--- src/hw/ccp_pkg.sv ---
/*
 * Shared constants of the capture/compare/PWM unit: register offsets,
 * field positions, reset values, mode codes and timebase figures.
 * Assumes a single system clock and the unit's plain register port.
 */
package ccp_pkg;

   // ==========================================================
   // Register offsets
   localparam logic [2:0] ADDR_CONTROL     = 3'h0;
   localparam logic [2:0] ADDR_VALUE_LOW   = 3'h1;
   localparam logic [2:0] ADDR_VALUE_HIGH  = 3'h2;
   localparam logic [2:0] ADDR_PERIOD      = 3'h3;
   localparam logic [2:0] ADDR_TB_CONTROL  = 3'h4;
   localparam logic [2:0] ADDR_STATUS      = 3'h5;
   localparam logic [2:0] ADDR_TB_COUNT    = 3'h6;

   // ==========================================================
   // Field positions
   localparam int CTRL_EN_BIT      = 7;
   localparam int CTRL_OUT_BIT     = 5;
   localparam int CTRL_FMT_BIT     = 4;
   localparam int TBC_ON_BIT       = 7;
   localparam int TBC_POST_LSB     = 3;
   localparam int TBC_PRE_LSB      = 0;
   localparam int STAT_FLAG_BIT    = 0;
   localparam int STAT_ENABLE_BIT  = 1;
   localparam int STAT_TB_FLAG_BIT = 2;

   // ==========================================================
   // Reset values
   localparam logic [7:0] CONTROL_RESET    = 8'h00;
   localparam logic [7:0] VALUE_RESET      = 8'h00;
   localparam logic [7:0] PERIOD_RESET     = 8'hff;
   localparam logic [7:0] TB_CONTROL_RESET = 8'h00;

   // ==========================================================
   // Mode select codes
   localparam logic [3:0] MODE_OFF          = 4'h0;
   localparam logic [3:0] MODE_CMP_TGL_RST  = 4'h1;
   localparam logic [3:0] MODE_CMP_TGL      = 4'h2;
   localparam logic [3:0] MODE_CAP_EVERY    = 4'h3;
   localparam logic [3:0] MODE_CAP_FALL     = 4'h4;
   localparam logic [3:0] MODE_CAP_RISE     = 4'h5;
   localparam logic [3:0] MODE_CAP_RISE4    = 4'h6;
   localparam logic [3:0] MODE_CAP_RISE16   = 4'h7;
   localparam logic [3:0] MODE_CMP_SET      = 4'h8;
   localparam logic [3:0] MODE_CMP_CLR      = 4'h9;
   localparam logic [3:0] MODE_CMP_PULSE    = 4'ha;
   localparam logic [3:0] MODE_CMP_PULSE_RST = 4'hb;
   localparam logic [3:0] MODE_PWM          = 4'hf;

   // ==========================================================
   // Capture prescale terminal counts and timebase figures
   localparam logic [3:0] CAP_LAST4   = 4'h3;
   localparam logic [3:0] CAP_LAST16  = 4'hf;
   localparam logic [1:0] PHASE_LAST  = 2'h3;
   localparam logic [5:0] PRE_LAST_1  = 6'h00;
   localparam logic [5:0] PRE_LAST_4  = 6'h03;
   localparam logic [5:0] PRE_LAST_16 = 6'h0f;
   localparam logic [5:0] PRE_LAST_64 = 6'h3f;

endpackage

--- src/hw/pwm_timebase.sv ---
/*
 * Eight-bit period timebase with instruction-rate phase, prescaler and
 * output postscaler. Assumes mclk is the oscillator clock itself.
 */
`timescale 1ns/10ps
module pwm_timebase
   import ccp_pkg::*;
(
   // Clock and reset
   input  wire logic       mclk,
   input  wire logic       rst_n,
   // Configuration
   input  wire logic       tb_on,
   input  wire logic [1:0] prescale_sel,
   input  wire logic [3:0] postscale_sel,
   input  wire logic [7:0] period_limit,
   input  wire logic       sleep,
   // Timebase state
   output logic [7:0]      count,
   output logic [1:0]      low_bits,
   output logic            rollover,
   output logic            match_event
);

   // ==========================================================
   // Phase and prescaler
   logic [1:0] phase;
   logic [5:0] pre;
   logic [3:0] post;
   logic [5:0] pre_last;
   wire        run       = tb_on & ~sleep;
   wire        inst_tick = run & (phase == PHASE_LAST);
   wire        tick      = inst_tick & (pre == pre_last);
   wire        at_limit  = (count == period_limit);

   always_comb begin
      case (prescale_sel)
         2'h0:    pre_last = PRE_LAST_1;
         2'h1:    pre_last = PRE_LAST_4;
         2'h2:    pre_last = PRE_LAST_16;
         default: pre_last = PRE_LAST_64;
      endcase
   end

   // Low bits: clock phase at 1:1, else the prescaler's top two bits
   always_comb begin
      case (prescale_sel)
         2'h0:    low_bits = phase;
         2'h1:    low_bits = pre[1:0];
         2'h2:    low_bits = pre[3:2];
         default: low_bits = pre[5:4];
      endcase
   end

   assign rollover    = tick & at_limit;
   // Postscaler only paces the flag, never the period
   assign match_event = rollover & (post == postscale_sel);

   // ==========================================================
   // Counters
   always_ff @(posedge mclk or negedge rst_n) begin
      if (!rst_n) begin
         phase <= 2'h0;
         pre   <= 6'h00;
         count <= 8'h00;
         post  <= 4'h0;
      end else if (!tb_on) begin
         phase <= 2'h0;
         pre   <= 6'h00;
         post  <= 4'h0;
      end else if (run) begin
         phase <= phase + 2'h1;
         // Greater-or-equal recovers at once when a smaller ratio is picked mid-count
         if (inst_tick)
            pre <= (pre >= pre_last) ? 6'h00 : pre + 6'h01;
         if (tick)
            count <= at_limit ? 8'h00 : count + 8'h01;
         if (rollover)
            post <= (post >= postscale_sel) ? 4'h0 : post + 4'h1;
      end
   end

endmodule

--- src/hw/capture_compare_pwm_unit.sv ---
/*
 * Capture/compare/PWM unit: capture edge prescaler, 16-bit compare with
 * output, flag and conversion trigger actions, and 10-bit PWM on an
 * internal 8-bit timebase. Assumes the 16-bit companion timer lives
 * outside and presents its count synchronously to mclk.
 */
`timescale 1ns/10ps

module capture_compare_pwm_unit
   import ccp_pkg::*;
(
   // Clock and reset
   input  wire logic        mclk,
   input  wire logic        rst_n,
   // Register port
   input  wire logic [2:0]  reg_addr,
   input  wire logic [7:0]  reg_wdata,
   input  wire logic        reg_wr,
   input  wire logic        reg_rd,
   output logic [7:0]       reg_rdata,
   // Capture source
   input  wire logic        capture_in,
   // Companion 16-bit timer
   input  wire logic [15:0] sixteen_bit_timer,
   input  wire logic        timer_ext_clock,
   output logic             sixteen_bit_timer_reset,
   // Power
   input  wire logic        sleep,
   output logic             wake_request,
   // Conversion trigger
   input  wire logic        conv_source_select,
   output logic             conv_trigger,
   // Unit output and flags
   output logic             unit_out,
   output logic             unit_irq_flag,
   output logic             timebase_match_flag
);

   // ==========================================================
   // Register state
   logic       unit_enable;
   logic       duty_alignment_bit;
   logic [3:0] unit_mode_select;
   logic [7:0] compare_value_low;
   logic [7:0] compare_value_high;
   logic [7:0] period_limit;
   logic [7:0] timebase_control_reg;
   logic       unit_irq_enable;

   // ==========================================================
   // Internal state
   logic [3:0] cap_count;
   logic       cap_prev;
   logic       match_prev;
   logic       pulse_active;
   logic       reset_armed;
   logic [9:0] duty_buffer;
   logic [7:0] pwm_timebase_count;
   logic [1:0] tb_low_bits;
   logic       tb_rollover;
   logic       tb_match_event;
   logic       pwm_start;

   // ==========================================================
   // Register decode
   wire wr_control = reg_wr & (reg_addr == ADDR_CONTROL);
   wire wr_low     = reg_wr & (reg_addr == ADDR_VALUE_LOW);
   wire wr_high    = reg_wr & (reg_addr == ADDR_VALUE_HIGH);
   wire wr_period  = reg_wr & (reg_addr == ADDR_PERIOD);
   wire wr_tbc     = reg_wr & (reg_addr == ADDR_TB_CONTROL);
   wire wr_status  = reg_wr & (reg_addr == ADDR_STATUS);
   wire wr_ctrl_zero = wr_control & (reg_wdata == 8'h00);

   // ==========================================================
   // Mode decode
   wire is_capture = unit_enable & (unit_mode_select >= MODE_CAP_EVERY)
                     & (unit_mode_select <= MODE_CAP_RISE16);
   wire is_cmp_tgl = (unit_mode_select == MODE_CMP_TGL_RST)
                     | (unit_mode_select == MODE_CMP_TGL);
   wire is_cmp_hi  = (unit_mode_select >= MODE_CMP_SET)
                     & (unit_mode_select <= MODE_CMP_PULSE_RST);
   wire is_compare = unit_enable & (is_cmp_tgl | is_cmp_hi);
   wire is_pulse   = (unit_mode_select == MODE_CMP_PULSE)
                     | (unit_mode_select == MODE_CMP_PULSE_RST);
   wire resets_tmr = (unit_mode_select == MODE_CMP_TGL_RST)
                     | (unit_mode_select == MODE_CMP_PULSE_RST);
   wire is_pwm     = unit_enable & (unit_mode_select == MODE_PWM);

   // Sleep only stops capture and compare when the companion timer is on the system clock; the PWM timebase stops on any sleep
   wire timer_alive = ~sleep | timer_ext_clock;

   // ==========================================================
   // Capture edge and prescale
   wire rise_edge = capture_in & ~cap_prev;
   wire fall_edge = ~capture_in & cap_prev;
   wire use_pre   = (unit_mode_select == MODE_CAP_RISE4)
                    | (unit_mode_select == MODE_CAP_RISE16);
   wire [3:0] cap_last = (unit_mode_select == MODE_CAP_RISE4) ? CAP_LAST4 : CAP_LAST16;
   logic raw_edge;

   always_comb begin
      case (unit_mode_select)
         MODE_CAP_EVERY:  raw_edge = rise_edge | fall_edge;
         MODE_CAP_FALL:   raw_edge = fall_edge;
         MODE_CAP_RISE,
         MODE_CAP_RISE4,
         MODE_CAP_RISE16: raw_edge = rise_edge;
         default:         raw_edge = 1'b0;
      endcase
   end

   wire cap_qualified = is_capture & timer_alive & raw_edge;
   wire cap_event     = cap_qualified & (~use_pre | (cap_count == cap_last));

   // ==========================================================
   // Compare match
   wire [15:0] compare_value = {compare_value_high, compare_value_low};
   wire match     = (compare_value == sixteen_bit_timer);
   // Timer holds a value for several clocks; act on the first only
   wire cmp_event = is_compare & timer_alive & match & ~match_prev;

   // ==========================================================
   // PWM duty and timebase
   wire [9:0] duty_word = duty_alignment_bit
                          ? {compare_value_high, compare_value_low[7:6]}
                          : {compare_value_high[1:0], compare_value_low};
   wire [9:0] tb_ten    = {pwm_timebase_count, tb_low_bits};
   wire pwm_load     = is_pwm & tb_rollover;
   wire tb_at_duty   = (tb_ten == duty_buffer);
   wire pwm_clear    = is_pwm & tb_at_duty;
   // Clear lands one clock after equality, so the set waits one clock too
   wire pwm_begin    = is_pwm & pwm_start;
   wire duty_nonzero = (duty_buffer != 10'h000);

   // ==========================================================
   // Output latch next value
   logic next_out;

   always_comb begin
      next_out = unit_out;
      if (wr_ctrl_zero || !unit_enable) begin
         next_out = 1'b0;
      end else if (cmp_event) begin
         case (unit_mode_select)
            MODE_CMP_TGL_RST,
            MODE_CMP_TGL:       next_out = ~unit_out;
            MODE_CMP_SET:       next_out = 1'b1;
            MODE_CMP_CLR:       next_out = 1'b0;
            MODE_CMP_PULSE,
            MODE_CMP_PULSE_RST: next_out = 1'b1;
            default:            next_out = unit_out;
         endcase
      end else if (pulse_active) begin
         next_out = 1'b0;
      end else if (pwm_begin) begin
         next_out = duty_nonzero;
      end else if (pwm_clear) begin
         next_out = 1'b0;
      end
   end

   // ==========================================================
   // Read mux
   logic [7:0] read_value;

   always_comb begin
      case (reg_addr)
         ADDR_CONTROL:    read_value = {unit_enable, 1'b0, unit_out, duty_alignment_bit,
                                        unit_mode_select};
         ADDR_VALUE_LOW:  read_value = compare_value_low;
         ADDR_VALUE_HIGH: read_value = compare_value_high;
         ADDR_PERIOD:     read_value = period_limit;
         ADDR_TB_CONTROL: read_value = timebase_control_reg;
         ADDR_STATUS:     read_value = {5'h00, timebase_match_flag, unit_irq_enable,
                                        unit_irq_flag};
         ADDR_TB_COUNT:   read_value = pwm_timebase_count;
         default:         read_value = 8'h00;
      endcase
   end

   // Flags: a hardware set in the clearing cycle survives the clear
   wire flag_clear   = wr_status & ~reg_wdata[STAT_FLAG_BIT];
   wire tbflag_clear = wr_status & ~reg_wdata[STAT_TB_FLAG_BIT];
   wire flag_set     = cap_event | cmp_event | pwm_load;
   wire next_flag    = flag_set | (unit_irq_flag & ~flag_clear);
   wire next_tbflag  = tb_match_event | (timebase_match_flag & ~tbflag_clear);

   // ==========================================================
   // Control and configuration registers
   always_ff @(posedge mclk or negedge rst_n) begin
      if (!rst_n) begin
         unit_enable          <= CONTROL_RESET[CTRL_EN_BIT];
         duty_alignment_bit   <= CONTROL_RESET[CTRL_FMT_BIT];
         unit_mode_select     <= CONTROL_RESET[3:0];
         period_limit         <= PERIOD_RESET;
         timebase_control_reg <= TB_CONTROL_RESET;
         unit_irq_enable      <= 1'b0;
      end else begin
         if (wr_control) begin
            unit_enable        <= reg_wdata[CTRL_EN_BIT];
            duty_alignment_bit <= reg_wdata[CTRL_FMT_BIT];
            unit_mode_select   <= reg_wdata[3:0];
         end
         if (wr_period)
            period_limit <= reg_wdata;
         if (wr_tbc)
            timebase_control_reg <= reg_wdata;
         if (wr_status)
            unit_irq_enable <= reg_wdata[STAT_ENABLE_BIT];
      end
   end

   // Value pair: a capture beats a software write in the same cycle
   always_ff @(posedge mclk or negedge rst_n) begin
      if (!rst_n) begin
         compare_value_low  <= VALUE_RESET;
         compare_value_high <= VALUE_RESET;
      end else if (cap_event) begin
         compare_value_low  <= sixteen_bit_timer[7:0];
         compare_value_high <= sixteen_bit_timer[15:8];
      end else begin
         if (wr_low)
            compare_value_low <= reg_wdata;
         if (wr_high)
            compare_value_high <= reg_wdata;
      end
   end

   // ==========================================================
   // Capture prescaler counter
   always_ff @(posedge mclk or negedge rst_n) begin
      if (!rst_n) begin
         cap_count <= 4'h0;
         cap_prev  <= 1'b0;
      end else begin
         cap_prev <= capture_in;
         if (!is_capture)
            cap_count <= 4'h0;
         else if (cap_qualified && use_pre)
            cap_count <= (cap_count == cap_last) ? 4'h0 : cap_count + 4'h1;
      end
   end

   // ==========================================================
   // Compare sequencing, output and PWM buffer
   always_ff @(posedge mclk or negedge rst_n) begin
      if (!rst_n) begin
         match_prev   <= 1'b0;
         pulse_active <= 1'b0;
         reset_armed  <= 1'b0;
         unit_out     <= 1'b0;
         duty_buffer  <= 10'h000;
      end else begin
         match_prev   <= match;
         pulse_active <= cmp_event & is_pulse;
         reset_armed  <= cmp_event & resets_tmr;
         unit_out     <= next_out;
         if (pwm_load)
            duty_buffer <= duty_word;
      end
   end

   // ==========================================================
   // PWM period start
   // One clock behind the rollover, lined up with the clear
   always_ff @(posedge mclk or negedge rst_n) begin
      if (!rst_n) begin
         pwm_start <= 1'b0;
      end else begin
         pwm_start <= pwm_load;
      end
   end

   // ==========================================================
   // Trigger, timer reset and flags
   always_ff @(posedge mclk or negedge rst_n) begin
      if (!rst_n) begin
         conv_trigger            <= 1'b0;
         sixteen_bit_timer_reset <= 1'b0;
         unit_irq_flag           <= 1'b0;
         timebase_match_flag     <= 1'b0;
         reg_rdata               <= 8'h00;
      end else begin
         conv_trigger            <= cmp_event & conv_source_select;
         // Reset fires one edge after the trigger only if match still holds
         sixteen_bit_timer_reset <= reset_armed & match;
         unit_irq_flag           <= next_flag;
         timebase_match_flag     <= next_tbflag;
         reg_rdata               <= reg_rd ? read_value : 8'h00;
      end
   end

   // ==========================================================
   // Wake request
   // Level, so a wake stays asked for until software clears the flag
   assign wake_request = unit_irq_flag & unit_irq_enable;

   // ==========================================================
   // PWM timebase
   pwm_timebase u_timebase (
      .mclk          (mclk),
      .rst_n         (rst_n),
      .tb_on         (timebase_control_reg[TBC_ON_BIT]),
      .prescale_sel  (timebase_control_reg[TBC_PRE_LSB +: 2]),
      .postscale_sel (timebase_control_reg[TBC_POST_LSB +: 4]),
      .period_limit  (period_limit),
      .sleep         (sleep),
      .count         (pwm_timebase_count),
      .low_bits      (tb_low_bits),
      .rollover      (tb_rollover),
      .match_event   (tb_match_event)
   );

endmodule

--- config.mk ---
export PLATFORM = sky130hd
export DESIGN_NAME = capture_compare_pwm_unit
export DESIGN_NICKNAME = d
export VERILOG_FILES = /design/src/hw/ccp_pkg.sv /design/src/hw/pwm_timebase.sv /design/src/hw/capture_compare_pwm_unit.sv
export SDC_FILE = /design/constraint.sdc
export NUM_CORES = 1
export LEC_CHECK = 0
export BUFFER_PORTS_ARGS = -buffer_cell sky130_fd_sc_hd__buf_2
export CORE_MARGIN = 1.5
export CORE_UTILIZATION = 60
export DETAILED_ROUTE_END_ITERATION = 10
export GPL_TIMING_DRIVEN = 1
export MAX_ROUTING_LAYER = met4
export PLACE_DENSITY = 0.8
export SYNTH_ARGS = -nofsm -noshare
export SYNTH_HDL_FRONTEND = slang
export SYNTH_SLANG_ARGS = --single-unit
--- constraint.sdc ---
create_clock -name mclk -period 3.5 [get_ports mclk]
set_clock_uncertainty 0.15 [all_clocks]
set_input_delay 0.525 -clock mclk [delete_from_list [all_inputs] [get_ports mclk]]
set_output_delay 0.525 -clock mclk [all_outputs]
set_load 0.005 [all_outputs]
==> metrics.yaml, run 1 <==
cells_and_area:
  drive_gt1_share_pct: 23.9
  stdcell_area_sq_mm: 0.00591
  seqCellArea_sq_mm: 0.00229
  largest_register_ffs: 10
  nets: 615
  largest-register: "duty_buffer"
  fillerInstances: 661
  multiInputGateArea_sq_mm: 0.00292
  areaGrowthSynthToFinish_pct: 9.46
  antenna-diode-count: 0
  final_common_cell: "dfrtp_1"
  final_cell_mix: "dfrtp_1 (83), nand2_1 (47), buf_2 (47)"
timing:
  worstMarginPinSlew_ns: 0.840
  maxSlewViolCount: 0
  slew_headroom_pct: 43.1
  holdWs_ns: -0.0101
  fin_crit_ns: 2.75
  setup_violations: 0
  fin_crit_sh_pct: 78.7
  layout_setup_ws_ns: 0.746
  max_freq_ghz: 0.363
  grt_setup_unrepaired: "no"
  tns_ns: 0
  hold_viol_final: 7
global_route:
  grt_pass1_vias: 4171
  antenna_found_initial: 0
  grt_usage_pct: 28.9
  grt_pass1_wl_um: 21300
  grt_overflow: 0
  grt_max_degree: 51
worst_setup_path:
  crit_type: "reg -> reg"
  reg2reg_slack_ns: 0.75
  critPathLaunchType: "register"
  reg2reg_from: "unit_mode_select[1]$_DFFE_PN0P_"
  crit_required_ns: 3.59
  cp-end-kind: "register"
  worstPathArrival_ns: 2.85
  cp_max_fo: 17
  critPathLaunch: "unit_mode_select[1]$_DFFE_PN0P_"
place:
  gp_congestion: 0.880
  dpl_worst_slack_ns: 0.510
  place_area_sq_mm: 0.00571
  dp_hpwl_um: 9660
  io_buffers: 48
clocking:
  clock_latency_ns: 0.36
  htree_levels: 3
  clock-sinks: 91
  postCtsResizedCells: 0
  clock-root-buffer: "clkbuf_8"
  clkSlewWorstSetupHoldPaths_ns: 0.09
  cts-buffers-inserted: 9
  cts_tree: "yes"
  post_cts_buffers: 0
  clockBufferDepth: 2
  postCtsHoldBufs: 0
floorplan:
  dieWidth_um: 97.8
  io_pins: 49
  dieArea_sq_mm: 0.00957
  start_util_pct: 61.9
  num_rows: 34
  core_region_area_sq_mm: 0.00872
  die_h_um: 97.8
synth:
  yosys-top-cells-area: "dfrtp_1 (38%), mux2_2 (9.2%), xnor2_1 (4.9%), mux2i_1 (4.5%), ha_1 (3.9%)"
  synth_area_per_cell_sq_um: 10.3
  synth_edf_count: 0
  yosys.area.top_type_share_pct: 38.5
  synth_top_cell_by_area: "dfrtp_1"
  synthesis.instances: 523
  ys.flop_type: "dfrtp_1"
  ys_ff_latch: 91
  seq_area_frac_synth_pct: 42.4
  syn_area_sq_mm: 0.00540
  async_flop_share_pct: 100
  yosys_warnings: 0
  yosysUniqueCellTypes: 59
  synth_nets: 575
run_status:
  status: "finished with violations"
  violations: "negative hold slack"
hold_path:
  min_path_type: "in -> async"
route:
  final_antenna_net_count: 0
  first_pass_iters: 5
  wire_per_inst_um: 19.2
  drt-total-wl_um: 13000
  vias: 4171
  vias_per_cell: 6.17
  drt_iter0_drc: 386
  drc: 0
job:
  cap_violations: 0
pwr:
  powerDensity_mw_per_mm2: 497
  leakage_uw: 0.00265
  vdd.ir_drop.worst_mv: 0.318
cells in the mapped netlist (all sizes together) (7+ instances only):
cell type,number
nand3,14
o21ai,33
buf,9
ha,17
mux2,54
nand4,9
dfrtp,83
mux2i,24
clkbuf,15
nand2,47
inv,19
dfstp,8
xor2,10
nand2b,9
nor4,8
a21oi,10
and2,9
nor2,29
xnor2,30
nor3,7
nor2b,12
layout make-up:
class | instances | share of cell area [%]
clock buffer | 13 | 2.52
clock inverter | 3 | 0.805
inverter | 19 | 1.21
multi-input combinational | 389 | 49.5
sequential | 91 | 38.7
tap | 108 | 2.29
timing repair buffer | 53 | 4.96
critical path, stage by stage (launching register included):
cell and delay (ns):
dfrtp_1 0.55, a21oi_1 0.14, or3b_1 0.39, a2111o_1 0.46, nor2_4 0.53, mux2_2 0.41
report_power, final:
group	internal, uW	total, uW	switching [uW]
Clock	354	728	374
Combinational	425	761	336
Sequential	1210	1450	236
kinds of logic (layout without fill, tap and decap cells):
logic type	Yosys count	count (layout)	synth area share (%)
buffers and inverters	43	88	3.43
AOI/OAI and AO/OA	88	88	10.6
DFF	91	91	42.4
xor gates and xnor gates	40	40	6.49
adders and majority gates	17	17	3.94
and+or+nand+nor	163	163	15.5
muxes	81	81	17.7
through the flow:
stage | hold slack (ns) | util (%) | total power, uW | instances
floorplan | 0.0794 | - | 1960 | 523
global placement | 0.284 | 65.5 | 2160 | 660
detailed placement | 0.300 | 65.5 | 2210 | 660
CTS | 0.00108 | 67.7 | 2930 | 676
global route | 0.0286 | 67.7 | 3080 | 676
finish | -0.0101 | 67.7 | 2940 | 676
worst paths after layout:
| path | endpoint | depth (start not counted) |
|---|---|---|
| max in group asynchronous | compare_value_low[6]$_DFFE_PN0P_ | 2 |
| worst max-delay path | compare_value_high[5]$_DFFE_PN0P_ | 5 |
| min in group mclk | cap_prev$_DFF_PN0_ | 1 |
| worst min register to register | sixteen_bit_timer_reset$_DFF_PN0_ | 1 |
| worst min-delay path | u_timebase.pre[3]$_DFFE_PN0P_ | 1 |
| worst max register to register | compare_value_high[5]$_DFFE_PN0P_ | 5 |
routing by layer:
metal | track usage (%) | routed length, um | vias to the layer above
li1 | - | - | 1948
met1 | 39.5 | 5570 | 2038
met2 | 44.9 | 6370 | 164
met3 | 4.01 | 746 | 21
met4 | 9.67 | 278 | 0
met5 | - | 0 | -
Power figures use the tool's default switching activity.
==> inputs of run 2 (changes only) <==
==> constraint.sdc (replaced) <==
create_clock -name mclk -period 2.54 [get_ports mclk]
set_clock_uncertainty 0.15 [all_clocks]
set_input_delay 0.381 -clock mclk [delete_from_list [all_inputs] [get_ports mclk]]
set_output_delay 0.381 -clock mclk [all_outputs]
set_load 0.005 [all_outputs]
==> run 2 against run 1 <==
Compared with the run above:
- the run now ends clean
- global-route usage grew 2.6 points
- flip-flop and latch count unchanged
- final area grew 3.5%
- register-to-register slack worse by 0.69 ns
- fmax is 11% higher
- first-iteration DRC count is 2.8% lower
- critical endpoint is now compare_value_high[2]$_DFFE_PN0P_
- largest power group unchanged
==> metrics.yaml, run 2 (synthesized netlist as in run 1, its figures left out) <==
cells_and_area:
  finalNonFillerCells: 700
  largest_register_ffs: 10
  final_cell_mix: "dfrtp_1 (83), nand2_1 (47), buf_2 (47)"
  areaGrowthSynthToFinish_pct: 13.3
  largest-register: "duty_buffer"
  drive_gt1_share_pct: 27.7
  antenna-diode-count: 0
  nets: 639
  final_common_cell: "dfrtp_1"
timing:
  max_freq_ghz: 0.403
  maxSlewViolCount: 0
  slew_headroom_pct: 58.3
  tns_ns: 0
  setup_violations: 0
  worstMarginPinSlew_ns: 0.626
  fin_crit_ns: 2.48
  fin_crit_sh_pct: 97.8
  holdWs_ns: 0.0416
  grt_setup_unrepaired: "no"
  hold_viol_final: 0
worst_setup_path:
  rr_worst_depth: 6
  crit_required_ns: 2.66
  r2r-end: "compare_value_high[2]$_DFFE_PN0P_"
  cp-end-kind: "register"
  crit_type: "reg -> reg"
  crit_end: "compare_value_high[2]$_DFFE_PN0P_"
  critPathLaunchType: "register"
  critPathLaunch: "cap_prev$_DFF_PN0_"
  reg2reg_slack_ns: 0.06
  worstPathArrival_ns: 2.61
  reg2reg_from: "cap_prev$_DFF_PN0_"
  cp_max_fo: 17
clocking:
  cts-buffers-inserted: 9
  post_cts_buffers: 0
  clock-sinks: 91
  clockBufferDepth: 2
  clock_latency_ns: 0.38
  cts_tree: "yes"
  htree_levels: 3
  clock-root-buffer: "clkbuf_8"
  clkSlewWorstSetupHoldPaths_ns: 0.10
route:
  vias: 4457
  wire_per_inst_um: 19.9
  drt_iter0_drc: 375
  first_pass_iters: 7
  drt-total-wl_um: 13900
  vias_per_cell: 6.37
  final_antenna_net_count: 0
  drc: 0
global_route:
  grt_overflow: 0
  grt_max_degree: 48
  antenna_found_initial: 0
  grt_pass1_vias: 4503
  grt_pass1_wl_um: 23000
  grt_usage_pct: 31.6
pwr:
  powerDensity_mw_per_mm2: 677
  seqPwrFrac_pct: 47.3
  power.total_uw: 4140
  p_int_uw: 2760
  p_clk_share_pct: 24.9
  combPwrFrac_pct: 27.8
  p_sw_share_pct: 33.4
  p_switching_uw: 1390
  leakage_uw: 0.00277
  vdd.ir_drop.worst_mv: 0.452
floorplan:
  die_h_um: 97.8
  io_pins: 49
  start_util_pct: 61.9
  core_region_area_sq_mm: 0.00872
  num_rows: 34
  dieArea_sq_mm: 0.00957
  dieWidth_um: 97.8
hold_path:
  min_path_type: "in -> reg"
place:
  io_buffers: 48
  dp_cells: 683
  dp_hpwl_um: 10200
  gp_congestion: 0.953
run_status:
  status: "complete, no violations"
job:
  cap_violations: 0
[run 2: cell count changes in the layout (fill, tap and decap cells not counted), sizes merged]
cell,change
dlygate4sd3,+1
clkinvlp,+2
inv,+2
clkbuf,-4
buf,+23
[run 2: how the worst min path moves through the flow]
stage	startpoint	end	slack [ns]	cells after the start
after global placement	rst_n	u_timebase.pre[2]$_DFFE_PN0P_	0.28	1
after floorplan	rst_n	cap_count[0]$_DFFE_PN0P_	-0.06	0
after detailed placement	rst_n	u_timebase.pre[3]$_DFFE_PN0P_	0.29	1
after global routing	conv_source_select	conv_trigger$_DFF_PN0_	0.06	3
final	conv_source_select	conv_trigger$_DFF_PN0_	0.04	3
after CTS	conv_source_select	conv_trigger$_DFF_PN0_	0.04	3
[run 2: worst max-delay path, stage by stage, from the launching register on]
cell and delay, ns:
dfrtp_1 0.41, ha_1 0.28, or3_1 0.37, a2111o_1 0.47
nor2_4 0.15, buf_12 0.18, mux2_2 0.36
[run 2: power by group through the flow]
stage          registers, uW  logic, uW  clock network, uW
6_report                1960       1150               1030
3_5_place_dp            1970       1120                  0
5_1_grt                 1980       1250               1090
4_1_cts                 1950       1140               1040
2_1_floorplan           1850        846                  0
3_3_place_gp            1960       1070                  0
[run 2: layer usage]
metal,part of all wire [%],vias up,global-route usage [%]
met3,6.1,55,4.51
li1,-,2001,-
met4,3.6,0,14.7
met2,48,197,48.9
met1,42,2204,41.2
met5,0,-,-
[run 2: cell type report]
| cell class | count | area (sq um) |
|---|---|---|
| Inverter | 19 | 71.3 |
| Multi-Input combinational cell | 389 | 2930 |
| Clock buffer | 9 | 124 |
| Timing Repair Buffer | 77 | 488 |
| Fill cell | 667 | 2610 |
| Tap cell | 108 | 135 |
| Clock inverter | 7 | 76.3 |
| Sequential cell | 91 | 2290 |
[run 2: repair_timing]
item / 4_1_cts / 5_1_grt
resized for setup: 0 / 2
hold buffers: 1 / 0
setup endpoints to repair: 0 / 5
endpoints found under the hold margin: 46 / 0
[run 2: metrics by stage]
step,setup slack [ns],area [sq um],util (%)
after floorplan,0.0793,5400,-
after global placement,0.00856,5900,67.6
after detailed placement,-0.0669,5900,67.6
after CTS,0.0529,6110,70.0
after global routing,0.00358,6110,70.1
final,0.0569,6110,70.1
==> inputs of run 3 (changes only) <==
--- a/config.mk
+++ b/config.mk
@@ -10,8 +10,8 @@
 export CORE_UTILIZATION = 60
 export DETAILED_ROUTE_END_ITERATION = 10
 export GPL_TIMING_DRIVEN = 1
-export MAX_ROUTING_LAYER = met4
 export PLACE_DENSITY = 0.8
+export SETUP_SLACK_MARGIN = 0.5
 export SYNTH_ARGS = -nofsm -noshare
 export SYNTH_HDL_FRONTEND = slang
 export SYNTH_SLANG_ARGS = --single-unit
==> run 3 against run 2 <==
Compared with the run above:
- power up 10%
- critical endpoint is now compare_value_high[3]$_DFFE_PN0P_
- critical path depth unchanged
- fmax up 6.0%
- worst hold slack worse by 0.026 ns
- register-to-register slack better by 0.14 ns
- sequential power about the same
- first-iteration DRC count down 4.3%
==> metrics.yaml, run 3 (synthesized netlist as in run 1, its figures left out) <==
timing:
  grt_setup_unrepaired: "yes"
  fin_crit_ns: 2.34
  worstMarginPinSlew_ns: 0.606
  setup_violations: 0
  holdWs_ns: 0.0154
  tns_ns: 0
  max_freq_ghz: 0.427
  fin_crit_sh_pct: 92.2
  hold_viol_final: 0
  slew_headroom_pct: 59.6
  maxSlewViolCount: 0
cells_and_area:
  largest-register: "duty_buffer"
  drive_gt1_share_pct: 40.5
  final_cell_mix: "dfrtp_1 (74), buf_2 (47), buf_4 (45)"
  utilization_pct: 77.7
  nets: 669
  fillerInstances: 523
  largest_register_ffs: 10
  areaGrowthSynthToFinish_pct: 25.6
  antenna-diode-count: 0
  final_common_cell: "dfrtp_1"
clocking:
  clockBufferDepth: 2
  clock-root-buffer: "clkbuf_8"
  cts_tree: "yes"
  cts-buffers-inserted: 9
  clock_latency_ns: 0.38
  clock-sinks: 91
  htree_levels: 3
  clkSlewWorstSetupHoldPaths_ns: 0.10
global_route:
  use_met3_pct: 3.72
  busiest_layer: "met2"
  grtUsageMet2_pct: 48.8
  grtUsageMet1_pct: 40.9
  grt_usage_pct: 30.2
  antenna_found_initial: 0
  grt_pass1_wl_um: 22600
  grt_max_degree: 45
  grt_pass1_vias: 4377
  grt_overflow: 0
route:
  vias_per_cell: 6.33
  final_antenna_net_count: 0
  drc: 0
  drt_iter0_drc: 359
  drt-total-wl_um: 15000
  wire_per_inst_um: 20.6
  vias: 4623
  first_pass_iters: 5
place:
  dp_hpwl_um: 9820
  io_buffers: 48
  gp_congestion: 1.03
floorplan:
  io_pins: 49
  dieWidth_um: 97.8
  die_h_um: 97.8
  dieArea_sq_mm: 0.00957
  num_rows: 34
  start_util_pct: 61.9
  core_region_area_sq_mm: 0.00872
worst_setup_path:
  worstPathArrival_ns: 2.45
  cp-end-kind: "register"
  crit_chain: "ha_4 -> or3_1 -> a2111o_1 -> nor2_4 -> buf_12 -> mux2_2"
  critPathLaunchType: "register"
  slowest_delay_ns: 0.43
  crit_type: "reg -> reg"
  slowest_stage: "dfrtp_1"
  cp_max_fo: 17
  crit_required_ns: 2.65
pwr:
  leakage_uw: 0.00301
  powerDensity_mw_per_mm2: 673
  vdd.ir_drop.worst_mv: 0.463
hold_path:
  min_path_type: "in -> reg"
run_status:
  status: "complete, no violations"
job:
  cap_violations: 0
[run 3: where the power goes]
part	switching [uW]	total (uW)	internal, uW	leakage, uW
registers	278	1960	1680	0.00116
clock network	569	1160	594	0.000118
logic	657	1440	783	0.00173
total	1500	4560	3060	0.00301
[run 3: routing by layer]
metal	part of all wire, %	vias up
li1	-	2074
met1	40	2243
met2	49	259
met3	7.1	47
met4	3.6	0
met5	0	-
[run 3: per-stage QoR]
step	instances	worst slack (ns)	total power (uW)	instance area, sq um
3_3_place_gp	677	0.163	3070	5960
2_1_floorplan	523	0.262	2740	5530
6_report	730	0.198	4560	6780
5_1_grt	730	0.137	4740	6780
3_5_place_dp	677	0.110	3120	5960
4_1_cts	711	0.208	4370	6460
[run 3: final timing paths]
kind / start / to / slack, ns / depth (start not counted)
min in group asynchronous: rst_n / u_timebase.pre[2]$_DFFE_PN0P_ / 0.39 / 2
worst min-delay path: capture_in / cap_prev$_DFF_PN0_ / 0.02 / 1
max in group asynchronous: rst_n / period_limit[7]$_DFFE_PN1P_ / 1.11 / 3
worst min register to register: reset_armed$_DFF_PN0_ / sixteen_bit_timer_reset$_DFF_PN0_ / 0.32 / 1
worst max register to register: cap_prev$_DFF_PN0_ / compare_value_high[3]$_DFFE_PN0P_ / 0.20 / 6
worst max-delay path: cap_prev$_DFF_PN0_ / compare_value_high[3]$_DFFE_PN0P_ / 0.20 / 6
[run 3: final cells by class]
cell class	instances	area [sq um]	share of cell area (%)
Clock inverter	6	95.1	1.40
Clock buffer	10	138	2.03
Timing Repair Buffer	104	733	10.8
Sequential cell	91	2300	33.9
Tap cell	108	135	1.99
Multi-Input combinational cell	392	3310	48.8
Inverter	19	73.8	1.09
[run 3: worst max-delay path: cells and delay by family, from the launching register on]
| kind | cells | cell delay (ns) |
|---|---|---|
| adder cells (fa/ha/maj) | 1 | 0.24 |
| multiplexers | 1 | 0.35 |
| AO/OA/AOI/OAI | 1 | 0.43 |
| flip-flops | 1 | 0.43 |
| buffers and inverters | 1 | 0.18 |
| AND/OR/NAND/NOR | 2 | 0.43 |
[run 3: repair_timing]
| item | in CTS | in global routing |
|---|---|---|
| pin swaps | 15 | 29 |
| hold buffers | 1 | 0 |
| gates cloned | 1 | 2 |
| endpoints found under the setup margin | 51 | 52 |
| hold endpoints to repair | 40 | 0 |
| setup buffers | 16 | 17 |
| resized for setup | 34 | 47 |
